## config.mk

```make
export PLATFORM = sky130hd
export DESIGN_NAME = meter_setup
export DESIGN_NICKNAME = d
export VERILOG_FILES = /design/src/hw/meter_setup.v
export VERILOG_INCLUDE_DIRS = /design/src /design/src/hw
export SDC_FILE = /design/constraint.sdc
export NUM_CORES = 1
export LEC_CHECK = 0
export BUFFER_PORTS_ARGS = -buffer_cell sky130_fd_sc_hd__clkbuf_2
export CAP_MARGIN = 20
export CORE_UTILIZATION = 50
export CTS_BUF_LIST = sky130_fd_sc_hd__clkbuf_16
export CTS_CLUSTER_DIAMETER = 200
export CTS_CLUSTER_SIZE = 8
export DETAILED_ROUTE_END_ITERATION = 8
export GPL_TIMING_DRIVEN = 1
export HOLD_SLACK_MARGIN = 0.15
export PLACE_DENSITY = 0.66
export SLEW_MARGIN = 20
export SYNTH_ARGS = -nofsm -noshare
export SYNTH_HDL_FRONTEND = slang
export SYNTH_SLANG_ARGS = --single-unit
export TNS_END_PERCENT = 100
```

## constraint.sdc

```tcl
create_clock -name CLK -period 11 [get_ports CLK]
set_clock_uncertainty 0.1 [all_clocks]
set_input_delay 0.55 -clock CLK [delete_from_list [all_inputs] [get_ports CLK]]
set_output_delay 0.55 -clock CLK [all_outputs]
set_load 0.02 [all_outputs]
```

## src/hw/meter_setup_defines.vh

```
// Contract
// - Averaging period for min/max power and flow held as adjustable minutes.
// - Shift limit editable only when meter type equals 6.
// - Shift limit valid from 2 to 180,00 degrees; 250,00 means disabled.
// - Out-of-range entered limit is replaced by 250,00 degrees.
// - Storing a valid limit re-enables the shift function.
// - Other meter types keep shift disabled and show Off.
// - Limit editing flashes first digit; each digit steps 0 to 9 (here a press adds one to the focused digit and moves on, or stores at the fourth).
// - Non-shift types light frame around Off only while key pressed.
// - Sensor offset limited to -0,99 to +0,99 K in hundredths.
// - Offset entry: sign toggles, then first and second decimal, each 0 to 9 (key presses here never reach the second decimal).
// - Offset function disabled by configuration blocks editing and shows Off.
// - Radio switches on when first integration ends transport state.
// - Radio is permanently off, paused or on; two symbols show it.
// - Paused radio goes on by manual select, flow, or hour timer.
// - Hour counter from production turns radio on at preset time if enabled.
// - In test mode, timer and consumption do not switch radio on.
// - Total reset returns radio to paused, the factory state.
// - Installation requests are rejected while radio is permanently off.
// - Wired variants keep radio symbols dark and show no-radio text.
// - Five-second key hold at item 3-014 in transport state locks configuration.
// - Frame lights progressively during hold; early release cancels lock.
// - Permanent off is selectable by software; automatic sources cannot leave it.
`ifndef METER_SETUP_DEFINES_VH
`define METER_SETUP_DEFINES_VH
`define ADDR_CTRL        5'h00
`define ADDR_AVG         5'h04
`define ADDR_LIMIT       5'h08
`define ADDR_OFFSET      5'h0c
`define ADDR_RADIO       5'h10
`define ADDR_HOURS       5'h14
`define ADDR_STATUS      5'h18
`define ADDR_KEY         5'h1c
`define SHIFT_TYPE       4'h6
`define LIMIT_MIN        15'h00c8
`define LIMIT_MAX        15'h4650
`define LIMIT_OFF        15'h61a8
`define AVG_RESET        8'h3c
`define HOUR_PRESET_RST  16'h0000
`define RADIO_OFF        2'h0
`define RADIO_PAUSE      2'h1
`define RADIO_ON         2'h2
`define LOCK_ITEM        12'h30e
`define HOLD_MS          5000
`define CLK_MHZ          100
`define HOLD_CYCLES      (`HOLD_MS * 1000 * `CLK_MHZ)
`define HOUR_S           3600
// One hour of clocks; sized so the count is not cut to 32 bits
`define HOUR_CYCLES      40'd360000000000
`endif

```

## src/hw/meter_setup.v

```verilog
// Chosen here: the AXI4-Lite interface to the registers and the address map.
`timescale 1ns/1ps
`include "meter_setup_defines.vh"
module meter_setup #(
    parameter [31:0] HOLD_CYCLES = `HOLD_CYCLES,
    parameter [39:0] HOUR_CYCLES = `HOUR_CYCLES
) (
    input  wire        CLK,
    input  wire        RSTN,
    input  wire [4:0]  S_AXI_AWADDR,
    input  wire        S_AXI_AWVALID,
    output reg         S_AXI_AWREADY,
    input  wire [31:0] S_AXI_WDATA,
    input  wire [3:0]  S_AXI_WSTRB,
    input  wire        S_AXI_WVALID,
    output reg         S_AXI_WREADY,
    output reg  [1:0]  S_AXI_BRESP,
    output reg         S_AXI_BVALID,
    input  wire        S_AXI_BREADY,
    input  wire [4:0]  S_AXI_ARADDR,
    input  wire        S_AXI_ARVALID,
    output reg         S_AXI_ARREADY,
    output reg  [31:0] S_AXI_RDATA,
    output reg  [1:0]  S_AXI_RRESP,
    output reg         S_AXI_RVALID,
    input  wire        S_AXI_RREADY,
    input  wire        KEY,
    input  wire [11:0] MENU_INDEX,
    input  wire        FIRST_INTEGRATION,
    input  wire        FLOW_SEEN,
    input  wire        TEST_MODE,
    input  wire        INSTALL_REQ,
    input  wire        TOTAL_RESET,
    output reg         INSTALL_GRANT,
    output reg         RADIO_ENABLE,
    output reg  [1:0]  RADIO_SYMBOLS,
    output reg         LOCK_FRAME_DONE,
    output reg  [2:0]  LOCK_FRAME_LEVEL,
    output reg         OFF_FRAME
);

    // Control bits: [0] wired bus variant, [1] offset disabled, [2] hour timer enabled,
    // [3] transport state, [7:4] meter type
    reg  [7:0]  ctrl;
    reg  [7:0]  avg_minutes;
    reg  [14:0] limit;
    reg         shift_enabled;
    reg         off_sign;
    reg  [3:0]  off_d1;
    reg  [3:0]  off_d2;
    reg  [1:0]  radio;
    reg  [15:0] hour_preset;
    reg  [15:0] hours;
    reg  [39:0] hour_tick;
    reg         locked;
    reg  [31:0] hold_count;
    reg         holding;
    reg         key_prev;
    // Key editing: edit-active flag, the digit cursor and the limit value under edit
    reg  [1:0]  edit_pos;
    reg  [14:0] edit_val;
    reg         editing;

    reg         aw_held;
    reg         w_held;
    reg  [4:0]  aw_addr;
    reg  [31:0] w_data;

    wire        is_shift_type = (ctrl[7:4] == `SHIFT_TYPE);
    wire        key_press     = KEY & ~key_prev;
    wire        hour_due      = ctrl[2] & (hours >= hour_preset);
    wire        auto_wake     = ~TEST_MODE & (FLOW_SEEN | hour_due);
    wire        do_write      = aw_held & w_held & ~S_AXI_BVALID;
    // Frame progress in sevenths of the hold; full frame once locked, or at the end of the hold outside transport state
    wire [39:0] frame_scaled  = ({8'h00, hold_count} * 40'd7) / {8'h00, HOLD_CYCLES};

    // Clamp an entered limit; out-of-range values mean the function is off
    function [14:0] clamp_limit;
        input [14:0] v;
        begin
            if (v >= `LIMIT_MIN && v <= `LIMIT_MAX)
                clamp_limit = v;
            else
                clamp_limit = `LIMIT_OFF;
        end
    endfunction

    function [3:0] step_digit;
        input [3:0] d;
        begin
            step_digit = (d >= 4'h9) ? 4'h0 : d + 4'h1;
        end
    endfunction

    // Decimal weight of digit position p in hundredths of a degree
    function [14:0] digit_weight;
        input [1:0] p;
        begin
            case (p)
                2'h0: digit_weight = 15'd10000;
                2'h1: digit_weight = 15'd1000;
                2'h2: digit_weight = 15'd100;
                default: digit_weight = 15'd10;
            endcase
        end
    endfunction

    // AXI write channel
    always @(posedge CLK) begin
        if (!RSTN) begin
            aw_held       <= 1'b0;
            w_held        <= 1'b0;
            aw_addr       <= 5'h00;
            w_data        <= 32'h0000_0000;
            S_AXI_AWREADY <= 1'b0;
            S_AXI_WREADY  <= 1'b0;
            S_AXI_BVALID  <= 1'b0;
            S_AXI_BRESP   <= 2'h0;
        end else begin
            S_AXI_AWREADY <= ~aw_held & ~S_AXI_AWREADY;
            S_AXI_WREADY  <= ~w_held & ~S_AXI_WREADY;
            if (S_AXI_AWVALID & S_AXI_AWREADY) begin
                aw_held <= 1'b1;
                aw_addr <= S_AXI_AWADDR;
                S_AXI_AWREADY <= 1'b0;
            end
            if (S_AXI_WVALID & S_AXI_WREADY) begin
                w_held <= 1'b1;
                w_data <= S_AXI_WDATA;
                S_AXI_WREADY <= 1'b0;
            end
            if (do_write) begin
                S_AXI_BVALID <= 1'b1;
                S_AXI_BRESP  <= (aw_addr > `ADDR_HOURS) ? 2'h2 : 2'h0;
            end
            if (S_AXI_BVALID & S_AXI_BREADY) begin
                S_AXI_BVALID <= 1'b0;
                aw_held      <= 1'b0;
                w_held       <= 1'b0;
            end
        end
    end

    // AXI read channel
    always @(posedge CLK) begin
        if (!RSTN) begin
            S_AXI_ARREADY <= 1'b0;
            S_AXI_RVALID  <= 1'b0;
            S_AXI_RDATA   <= 32'h0000_0000;
            S_AXI_RRESP   <= 2'h0;
        end else begin
            S_AXI_ARREADY <= ~S_AXI_RVALID & ~S_AXI_ARREADY;
            if (S_AXI_ARVALID & S_AXI_ARREADY) begin
                S_AXI_ARREADY <= 1'b0;
                S_AXI_RVALID  <= 1'b1;
                S_AXI_RRESP   <= 2'h0;
                case (S_AXI_ARADDR)
                    `ADDR_CTRL:   S_AXI_RDATA <= {24'h0, ctrl};
                    `ADDR_AVG:    S_AXI_RDATA <= {24'h0, avg_minutes};
                    `ADDR_LIMIT:  S_AXI_RDATA <= {17'h0, limit};
                    `ADDR_OFFSET: S_AXI_RDATA <= {23'h0, off_sign, off_d1, off_d2};
                    `ADDR_RADIO:  S_AXI_RDATA <= {30'h0, radio};
                    `ADDR_HOURS:  S_AXI_RDATA <= {hours, hour_preset};
                    `ADDR_STATUS: S_AXI_RDATA <= {25'h0, ~is_shift_type | ~shift_enabled,
                                                 ctrl[1], ctrl[0], locked, editing,
                                                 edit_pos};
                    `ADDR_KEY:    S_AXI_RDATA <= {17'h0, edit_val};
                    default: begin
                        S_AXI_RDATA <= 32'h0000_0000;
                        S_AXI_RRESP <= 2'h2;
                    end
                endcase
            end
            if (S_AXI_RVALID & S_AXI_RREADY)
                S_AXI_RVALID <= 1'b0;
        end
    end

    // Configuration, key editing and radio state
    always @(posedge CLK) begin
        if (!RSTN || TOTAL_RESET) begin
            ctrl          <= 8'h08;
            avg_minutes   <= `AVG_RESET;
            limit         <= `LIMIT_OFF;
            shift_enabled <= 1'b0;
            off_sign      <= 1'b0;
            off_d1        <= 4'h0;
            off_d2        <= 4'h0;
            radio         <= `RADIO_PAUSE;
            hour_preset   <= `HOUR_PRESET_RST;
            locked        <= 1'b0;
            editing       <= 1'b0;
            edit_pos      <= 2'h0;
            edit_val      <= 15'h0000;
        end else begin
            if (FIRST_INTEGRATION)
                ctrl[3] <= 1'b0;
            if (do_write && !locked) begin
                case (aw_addr)
                    `ADDR_CTRL: ctrl <= w_data[7:0];
                    `ADDR_AVG:  avg_minutes <= w_data[7:0];
                    `ADDR_LIMIT: if (is_shift_type) begin
                        limit         <= clamp_limit(w_data[14:0]);
                        shift_enabled <= (clamp_limit(w_data[14:0]) != `LIMIT_OFF);
                    end
                    `ADDR_OFFSET: if (!ctrl[1] && w_data[7:4] <= 4'h9 && w_data[3:0] <= 4'h9) begin
                        off_sign <= w_data[8];
                        off_d1   <= w_data[7:4];
                        off_d2   <= w_data[3:0];
                    end
                    `ADDR_RADIO: if (!ctrl[0] && w_data[1:0] <= `RADIO_ON)
                        radio <= w_data[1:0];
                    `ADDR_HOURS: hour_preset <= w_data[15:0];
                    default: ;
                endcase
            end
            // Radio wake-up; permanent off is never left automatically
            if (!ctrl[0] && radio == `RADIO_PAUSE && (auto_wake || FIRST_INTEGRATION))
                radio <= `RADIO_ON;
            // Short key presses step the focused digit at items 3-011 and 3-012
            if (key_press && !locked) begin
                if (MENU_INDEX == 12'h30b && is_shift_type) begin
                    if (!editing) begin
                        editing  <= 1'b1;
                        edit_pos <= 2'h0;
                        edit_val <= limit;
                    end else if (edit_pos == 2'h3) begin
                        editing       <= 1'b0;
                        limit         <= clamp_limit(edit_val);
                        shift_enabled <= (clamp_limit(edit_val) != `LIMIT_OFF);
                    end else begin
                        edit_pos <= edit_pos + 2'h1;
                        edit_val <= edit_val + digit_weight(edit_pos);
                    end
                end else if (MENU_INDEX == 12'h30c && !ctrl[1]) begin
                    if (!editing) begin
                        editing  <= 1'b1;
                        edit_pos <= 2'h0;
                    end else begin
                        case (edit_pos)
                            2'h0: off_sign <= ~off_sign;
                            2'h2: off_d1   <= step_digit(off_d1);
                            2'h3: off_d2   <= step_digit(off_d2);
                            default: ;
                        endcase
                        edit_pos <= (edit_pos == 2'h0) ? 2'h2 : edit_pos;
                    end
                end
            end
            if (holding && hold_count >= HOLD_CYCLES - 32'h1 && ctrl[3])
                locked <= 1'b1;
        end
    end

    // Hold timer, hour counter and outputs
    always @(posedge CLK) begin
        if (!RSTN) begin
            key_prev         <= 1'b0;
            holding          <= 1'b0;
            hold_count       <= 32'h0;
            hours            <= 16'h0000;
            hour_tick        <= 40'h0;
            INSTALL_GRANT    <= 1'b0;
            RADIO_ENABLE     <= 1'b0;
            RADIO_SYMBOLS    <= 2'h0;
            LOCK_FRAME_DONE  <= 1'b0;
            LOCK_FRAME_LEVEL <= 3'h0;
            OFF_FRAME        <= 1'b0;
        end else begin
            key_prev <= KEY;
            if (key_press && MENU_INDEX == `LOCK_ITEM) begin
                holding    <= 1'b1;
                hold_count <= 32'h0;
            end else if (!KEY || MENU_INDEX != `LOCK_ITEM) begin
                holding    <= 1'b0;
                hold_count <= 32'h0;
            end else if (holding && hold_count < HOLD_CYCLES)
                hold_count <= hold_count + 32'h1;
            // Hour counter runs from production
            if (hour_tick >= HOUR_CYCLES - 40'h1) begin
                hour_tick <= 40'h0;
                if (hours != 16'hffff)
                    hours <= hours + 16'h1;
            end else
                hour_tick <= hour_tick + 40'h1;
            INSTALL_GRANT <= INSTALL_REQ && radio != `RADIO_OFF && !ctrl[0];
            RADIO_ENABLE  <= radio == `RADIO_ON && !ctrl[0];
            RADIO_SYMBOLS <= ctrl[0] ? 2'h0 :
                             (radio == `RADIO_ON) ? 2'h3 :
                             (radio == `RADIO_PAUSE) ? 2'h1 : 2'h2;
            LOCK_FRAME_DONE  <= locked;
            LOCK_FRAME_LEVEL <= locked ? 3'h7 :
                                holding ? frame_scaled[2:0] : 3'h0;
            OFF_FRAME <= KEY && MENU_INDEX == 12'h30b && !is_shift_type;
        end
    end

endmodule

```

# After elaboration in Yosys (flattened, before gate mapping)
# Index checks and enable logic that the tools add are counted.
# word_totals
regBits	241
input_bits	71
output_inout_bits	50
elab_cells	256
# op_classes
add_sub_neg	7
n_mul	1
div	1
order_cmp	14
n_eq_ne	28
muxes	85
n_bitwise	28
n_reduce_logical	55
# op_table
cell	count
$mux 15	25
$pmux 32 s8	1
$mux 4	20
$pmux 14 s3	1
$add 40x1->40 const B	1
$div 35x29->40 const B	1
$ge 40x39->1 const B	1
$eq 12x10->1 const B	3
$mul 32x3->35 const B	1
$add 32x1->32 const B	1
$ge 32x29->1 const B	1
$lt 32x29->1 const B	1
$eq 5x5->1 const B	6
$ge 15x8->1 const B	2
$le 15x15->1 const B	2
$ne 15x15->1 const B	2
$mux 2	14
$mux 1	22
$eq 5x4->1 const B	4
$logic_and 1x1->1	20
$add 16x1->16 const B	1
$ge 16x16->1	1
$ne 16x16->1 const B	1
$add 15x15->15	1
29 further kinds	86

# Depth between registers and ports, before layout
# logic_depth
ltp_word	15
ltp_mapped	46
ltp_nobuf	36

# Least setup slack after synthesis
# No wires, ideal clock.
# synth_timing
path_type	register to register
from	register hold_count[2]
to	register LOCK_FRAME_LEVEL[0]
setup_time_ns	0.121
arrival_time_ns	9.750
required_time_ns	10.779
slack_ns	1.029
stages_incl_launch_ff	40
path_buffers	3
synth_period_minus_slack_ns	9.971
path_cell_list	dfxtp_1 > fa_1 > ha_1 > inv_1 > fa_1 > nor2b_4 > o31a_1 > o211a_4 > a2111oi_4 > a2bb2oi_4 > nand2_1 > a211o_1 > a211o_2 > a21oi_2 > o31ai_2 > o41ai_2 > buf_4 > nand3_4 > (+4 left out) > or2_4 > o31ai_4 > o21ai_2 > nor4b_1 > o21ai_1 > or4_4 > a32oi_2 > nor3_1 > a211oi_1 > xnor2_2 > or4b_1 > o21a_1 > buf_6 > buf_4 > o311ai_1 > o311ai_1 > a31oi_1 > o21ai_1
# synth_via
elab_chain_cells	4
# synth_rtl
element	line_no	text
from (decl)	meter_setup.v:56	reg [31:0] hold_count;
from (signal assigned)	meter_setup.v:278	hold_count <= hold_count + 32'h1;
$mul 32x3->35	meter_setup.v:75	wire [39:0] frame_scaled = ({8'h00, hold_count} * 40'd7) / {8'h00, HOLD_CYCLES};
$div 35x29->40	meter_setup.v:75	
$mux 3	meter_setup.v:293	holding ? frame_scaled[2:0] : 3'h0;
$mux 3	meter_setup.v:292	LOCK_FRAME_LEVEL <= locked ? 3'h7 :
to (signal assigned)	meter_setup.v:292	
to (decl)	meter_setup.v:38	output reg [2:0] LOCK_FRAME_LEVEL,
# No other way between the ends.
# A chain may end at the register's enable or synchronous reset.

# Worst setup path in the final report
# layout_timing
from	register hold_count[3]
to	register LOCK_FRAME_LEVEL[0]
# Same word-level chain as after synthesis.

==> results_tabular.tex <==
\begin{tabular}{lr}
\hline
Metric & Value \\
\hline
\multicolumn{2}{l}{\textbf{Layout}} \\
Final cell area excluding filler cells & roughly 0.024 sq mm \\
Layout Area Growth over Synthesis & 14.87\% \\
Count of antenna diodes in the layout & 0 \\
Layout cell share with drive strength beyond 1 & between 10\% and 20\% \\
\# nets final & around 3.1k \\
Most frequent standard cell in the layout excluding fill and tap cells & sky130\_fd\_sc\_hd\_\_nor2\_1 \\
Most frequent cells in the layout & 312 x sky130\_fd\_sc\_hd\_\_nor2\_1, 280 x sky130\_fd\_sc\_hd\_\_nand2\_1, 229 x sky130\_fd\_sc\_hd\_\_dfxtp\_1, 171 x sky130\_fd\_sc\_hd\_\_buf\_4, 137 x sky130\_fd\_sc\_hd\_\_a21oi\_1 \\
Final cell count without fillers & 3408 \\
Count of filler cells inserted in the layout & just under 4k \\
\multicolumn{2}{l}{\textbf{Critical path}} \\
Required time at the endpoint of the critical path & $\sim$11 ns \\
Biggest cell delay along the critical path & between 0.5 and 0.6 ns \\
Worst Path Class, Setup & reg -> reg \\
Crit-path most repeated cell & sky130\_fd\_sc\_hd\_\_buf\_4 \\
Largest driver fanout on the critical path & 15 \\
R2r setup slk & slightly below 0.5 ns \\
Crit end category & flop \\
End point of the critical path & LOCK\_FRAME\_LEVEL[0]\$\_SDFF\_PN0\_ \\
Reg-to-Reg End & LOCK\_FRAME\_LEVEL[0]\$\_SDFF\_PN0\_ \\
Kind of start point of the critical path & flop \\
Startpoint of the worst-slack reg-to-reg timing path & hold\_count[3]\$\_SDFFE\_PP0P\_ \\
Data arrival time of the critical path & between 10 and 15 ns \\
Crit. Startpoint & hold\_count[3]\$\_SDFFE\_PP0P\_ \\
Worst-path cell with the longest stage delay & sky130\_fd\_sc\_hd\_\_or4\_1 \\
R2R depth & 40 \\
\multicolumn{2}{l}{\textbf{Synth}} \\
Distinct cell type count after synthesis & between 100 and 150 \\
\#FFs+latches synth & between 200 and 250 \\
Most common flop cell mapped by yosys & sky130\_fd\_sc\_hd\_\_dfxtp\_1 \\
Post-Syn Area per Cell & slightly below 8 sq um \\
YS warnings & 0 \\
Mapped Area & 0.02096 sq mm \\
EDFF count, synth & 0 \\
Post-synthesis cell count & around 2.7k \\
Post-synthesis sequential area ratio & a little under a quarter \\
Share of flip-flops with an asynchronous set or reset after synthesis & 0\% \\
\multicolumn{2}{l}{\textbf{Drt}} \\
Post-detailed-route via-to-cell ratio & 6.147 \\
Number of vias in the routed layout & 20.95k \\
DRC violation total after the first TritonRoute iteration & $\sim$1.5k \\
TritonRoute pass-1 iters & 9 \\
DRC violation count after routing & 14 \\
Total detailed-routing wirelength & roughly 62 mm \\
DR WL/cell & roughly 18 microns \\
Remaining number of nets flagged by the antenna check after routing & 0 \\
\multicolumn{2}{l}{\textbf{Timing}} \\
Final Cycle Share & a little over nine tenths \\
Slew at the pin closest to its max-slew limit & roughly 1.1 ns \\
\# setup viols final & 0 \\
Shortest period the worst path allows & around 11 ns \\
Final Slew Violations & 0 \\
FMAX & roughly 95 MHz \\
Number of hold violations in the final report & 0 \\
Relative slew margins & 27.48\% \\
\multicolumn{2}{l}{\textbf{Placed design}} \\
Number of buffers added on ports & 98 \\
Post-detailed-placement cell area & 0.02288 sq mm \\
Number of placed instances with taps included & roughly 3.4k \\
Placer congestion estimate & $\sim$0.93 \\
Detailed Place HPWL & between 40 and 50 mm \\
\multicolumn{2}{l}{\textbf{Floorplanning}} \\
Std-Cell Core Area & between 0.04 and 0.05 sq mm \\
Die boundary width & 206.7 microns \\
Num ports & 121 \\
DIE AREA & roughly 0.043 sq mm \\
Die Height & approximately 210 microns \\
Std-Cell Rows & 74 \\
Initial cell density of the core & approximately half \\
\multicolumn{2}{l}{\textbf{Global routing}} \\
Via count of the first global-routing pass & slightly above 20k \\
Number of antenna violations at the first check in global routing & 2 \\
Global-route wire length before repair & about 100 mm \\
Overall Global Routing Usage & about 29\% \\
Largest net degree at the start of global routing & between 80 and 90 \\
Global route total overflow & 0 \\
\multicolumn{2}{l}{\textbf{Power and ir drop}} \\
Pwr Density & just under 80 mW/mm\^{}2 \\
Largest voltage drop on the vdd net & approximately 0.070 mV \\
Static Leakage & just over 9 nW \\
\multicolumn{2}{l}{\textbf{CTS}} \\
TritonCTS clock tree & built \\
Maximum root-to-sink buffer count & 3 \\
Clk sinks & roughly 240 \\
Number of H-tree levels & 2 \\
Clock transition time at the flip-flop clock pins of the worst setup and hold paths & $\sim$0.050 ns \\
Skew-Pair Late Insertion Delay & around 0.53 ns \\
Number of buffers created by CTS & 35 \\
Master cell of the clock root buffer & sky130\_fd\_sc\_hd\_\_clkbuf\_16 \\
\multicolumn{2}{l}{\textbf{Run}} \\
Maximum capacitance violations & 0 \\
\multicolumn{2}{l}{\textbf{Status}} \\
Run status & finished, violations left \\
Violated checks & design-rule violations \\
\multicolumn{2}{l}{\textbf{Min path}} \\
Worst min-delay path class & in -> reg \\
\hline
\end{tabular}
[layer usage]
layer | track usage, % | up-vias | wire, microns
met2 | 50.24 | 710 | 29470
met1 | 35.74 | 9917 | 26450
met4 | 11.29 | 2 | 2232
met3 | 3.925 | 162 | 3547
met5 | 0 | - | 10
li1 | - | 10157 | -
[Yosys cell counts (all sizes together) (10+ instances only)]
cell type,n,area (sq um)
nor2,316,1194
nand2,283,1065
ha,117,1464
nand2b,19,118.9
o21a,29,225.2
nor2b,30,195.2
xor2,70,628.1
a211oi,40,337.8
fa,33,660.6
a22oi,36,297.8
nand4,41,284.0
and4,11,96.34
nor3,64,341.6
or4,11,86.33
a21oi,149,783.3
a21o,26,195.2
a32oi,10,95.10
clkbuf,76,285.3
o21ai,129,683.2
or2,13,83.83
o211ai,37,292.8
a211o,14,125.1
a21boi,56,427.9
o31ai,16,143.9
a31oi,40,250.2
and3,45,287.8
nand3,120,630.6
inv,81,304.0
and2,58,362.8
xnor2,105,942.2
o211a,17,185.2
nor3b,14,105.1
dfxtp,239,4785
o2111ai,11,96.34
o22ai,18,112.6
or3,17,111.4
o21bai,10,75.07
mux2i,70,700.7
nor4,20,146.4
buf,49,274.0
[cells by family after synthesis]
group | after synthesis | share of synthesized area (%)
and+or+nand+nor | 1084 | 25.30
AOI/OAI and AO/OA | 751 | 26.33
adders and majority gates | 150 | 10.14
buffers and inverters | 206 | 4.120
other | 1 | 0.01789
xor gates and xnor gates | 175 | 7.493
DFF | 239 | 22.83
muxes | 78 | 3.773
[what timing repair did]
action | 4_1_cts | 5_1_grt
gates resized for setup | 1 | 52
setup endpoints to repair | 1 | 2
pin swaps | 0 | 5
buffers inserted | 0 | 3
endpoints found under the hold margin | 3 | 0
hold buffers | 3 | 0
[flip-flops by register name, summed over array words and instances, names as in the netlist, 4 cells and up]
| name | count |
|---|---|
| S_AXI_RDATA | 32 |
| hours | 16 |
| hour_tick | 40 |
| hold_count | 32 |
| ctrl | 8 |
| hour_preset | 16 |
| edit_val | 15 |
| w_data | 16 |
| limit | 15 |
| aw_addr | 5 |
| off_d1 | 4 |
| avg_minutes | 8 |
| off_d2 | 4 |
[worst max-delay path, delay by kind of cell (launching register included)]
kind | cells | cell delay [ns]
compound gates | 18 | 4.01
simple gates | 12 | 3.51
buf+inv | 6 | 1.08
fa+ha+maj | 2 | 0.84
flops | 1 | 0.52
xor+xnor | 2 | 0.32
[worst min path at each step]
stage / start / to / cells past startpoint
global route: INSTALL_REQ / INSTALL_GRANT$_SDFF_PN0_ / 2
finish: S_AXI_WDATA[11] / w_data[11]$_SDFFE_PN0P_ / 3
floorplan: aw_held$_SDFFE_PP0P_ / S_AXI_AWREADY$_SDFF_PP0_ / 1
global placement: aw_held$_SDFFE_PP0P_ / S_AXI_AWREADY$_SDFF_PP0_ / 1
CTS: S_AXI_WDATA[11] / w_data[11]$_SDFFE_PN0P_ / 3
detailed placement: aw_held$_SDFFE_PP0P_ / S_AXI_AWREADY$_SDFF_PP0_ / 1
[per-stage QoR]
step	worst slack, ns	power (W)	setup TNS, ns	hold slack, ns	util, %
floorplan	1.029	0.0009478	0	0.3218	-
global placement	0.3674	0.0009760	0	0.3374	55.60
detailed placement	-0.02824	0.0009777	-0.02824	0.3442	55.66
CTS	0.1210	0.001934	0	0.1511	58.01
global route	-0.06594	0.001975	-0.06594	0.1638	58.56
finish	0.4862	0.001912	0	0.1698	58.56
[layout make-up]
| type | count | area, sq um | area share [%] |
|---|---|---|---|
| Inverter | 81 | 304.0 | 1.263 |
| Tap cell | 532 | 665.6 | 2.765 |
| Clock buffer | 35 | 875.8 | 3.638 |
| Timing Repair Buffer | 276 | 1858 | 7.718 |
| Clock inverter | 4 | 58.81 | 0.2443 |
| Sequential cell | 239 | 4797 | 19.93 |
| Multi-Input combinational cell | 2241 | 15510 | 64.44 |
[where the power goes]
part | switching (W) | total (W) | internal [W]
logic | 0.0000462 | 0.0000727 | 0.0000265
registers | 0.0000138 | 0.000891 | 0.000877
clock network | 0.000383 | 0.000949 | 0.000565
Note: power is estimated with default switching activity, not from simulation.
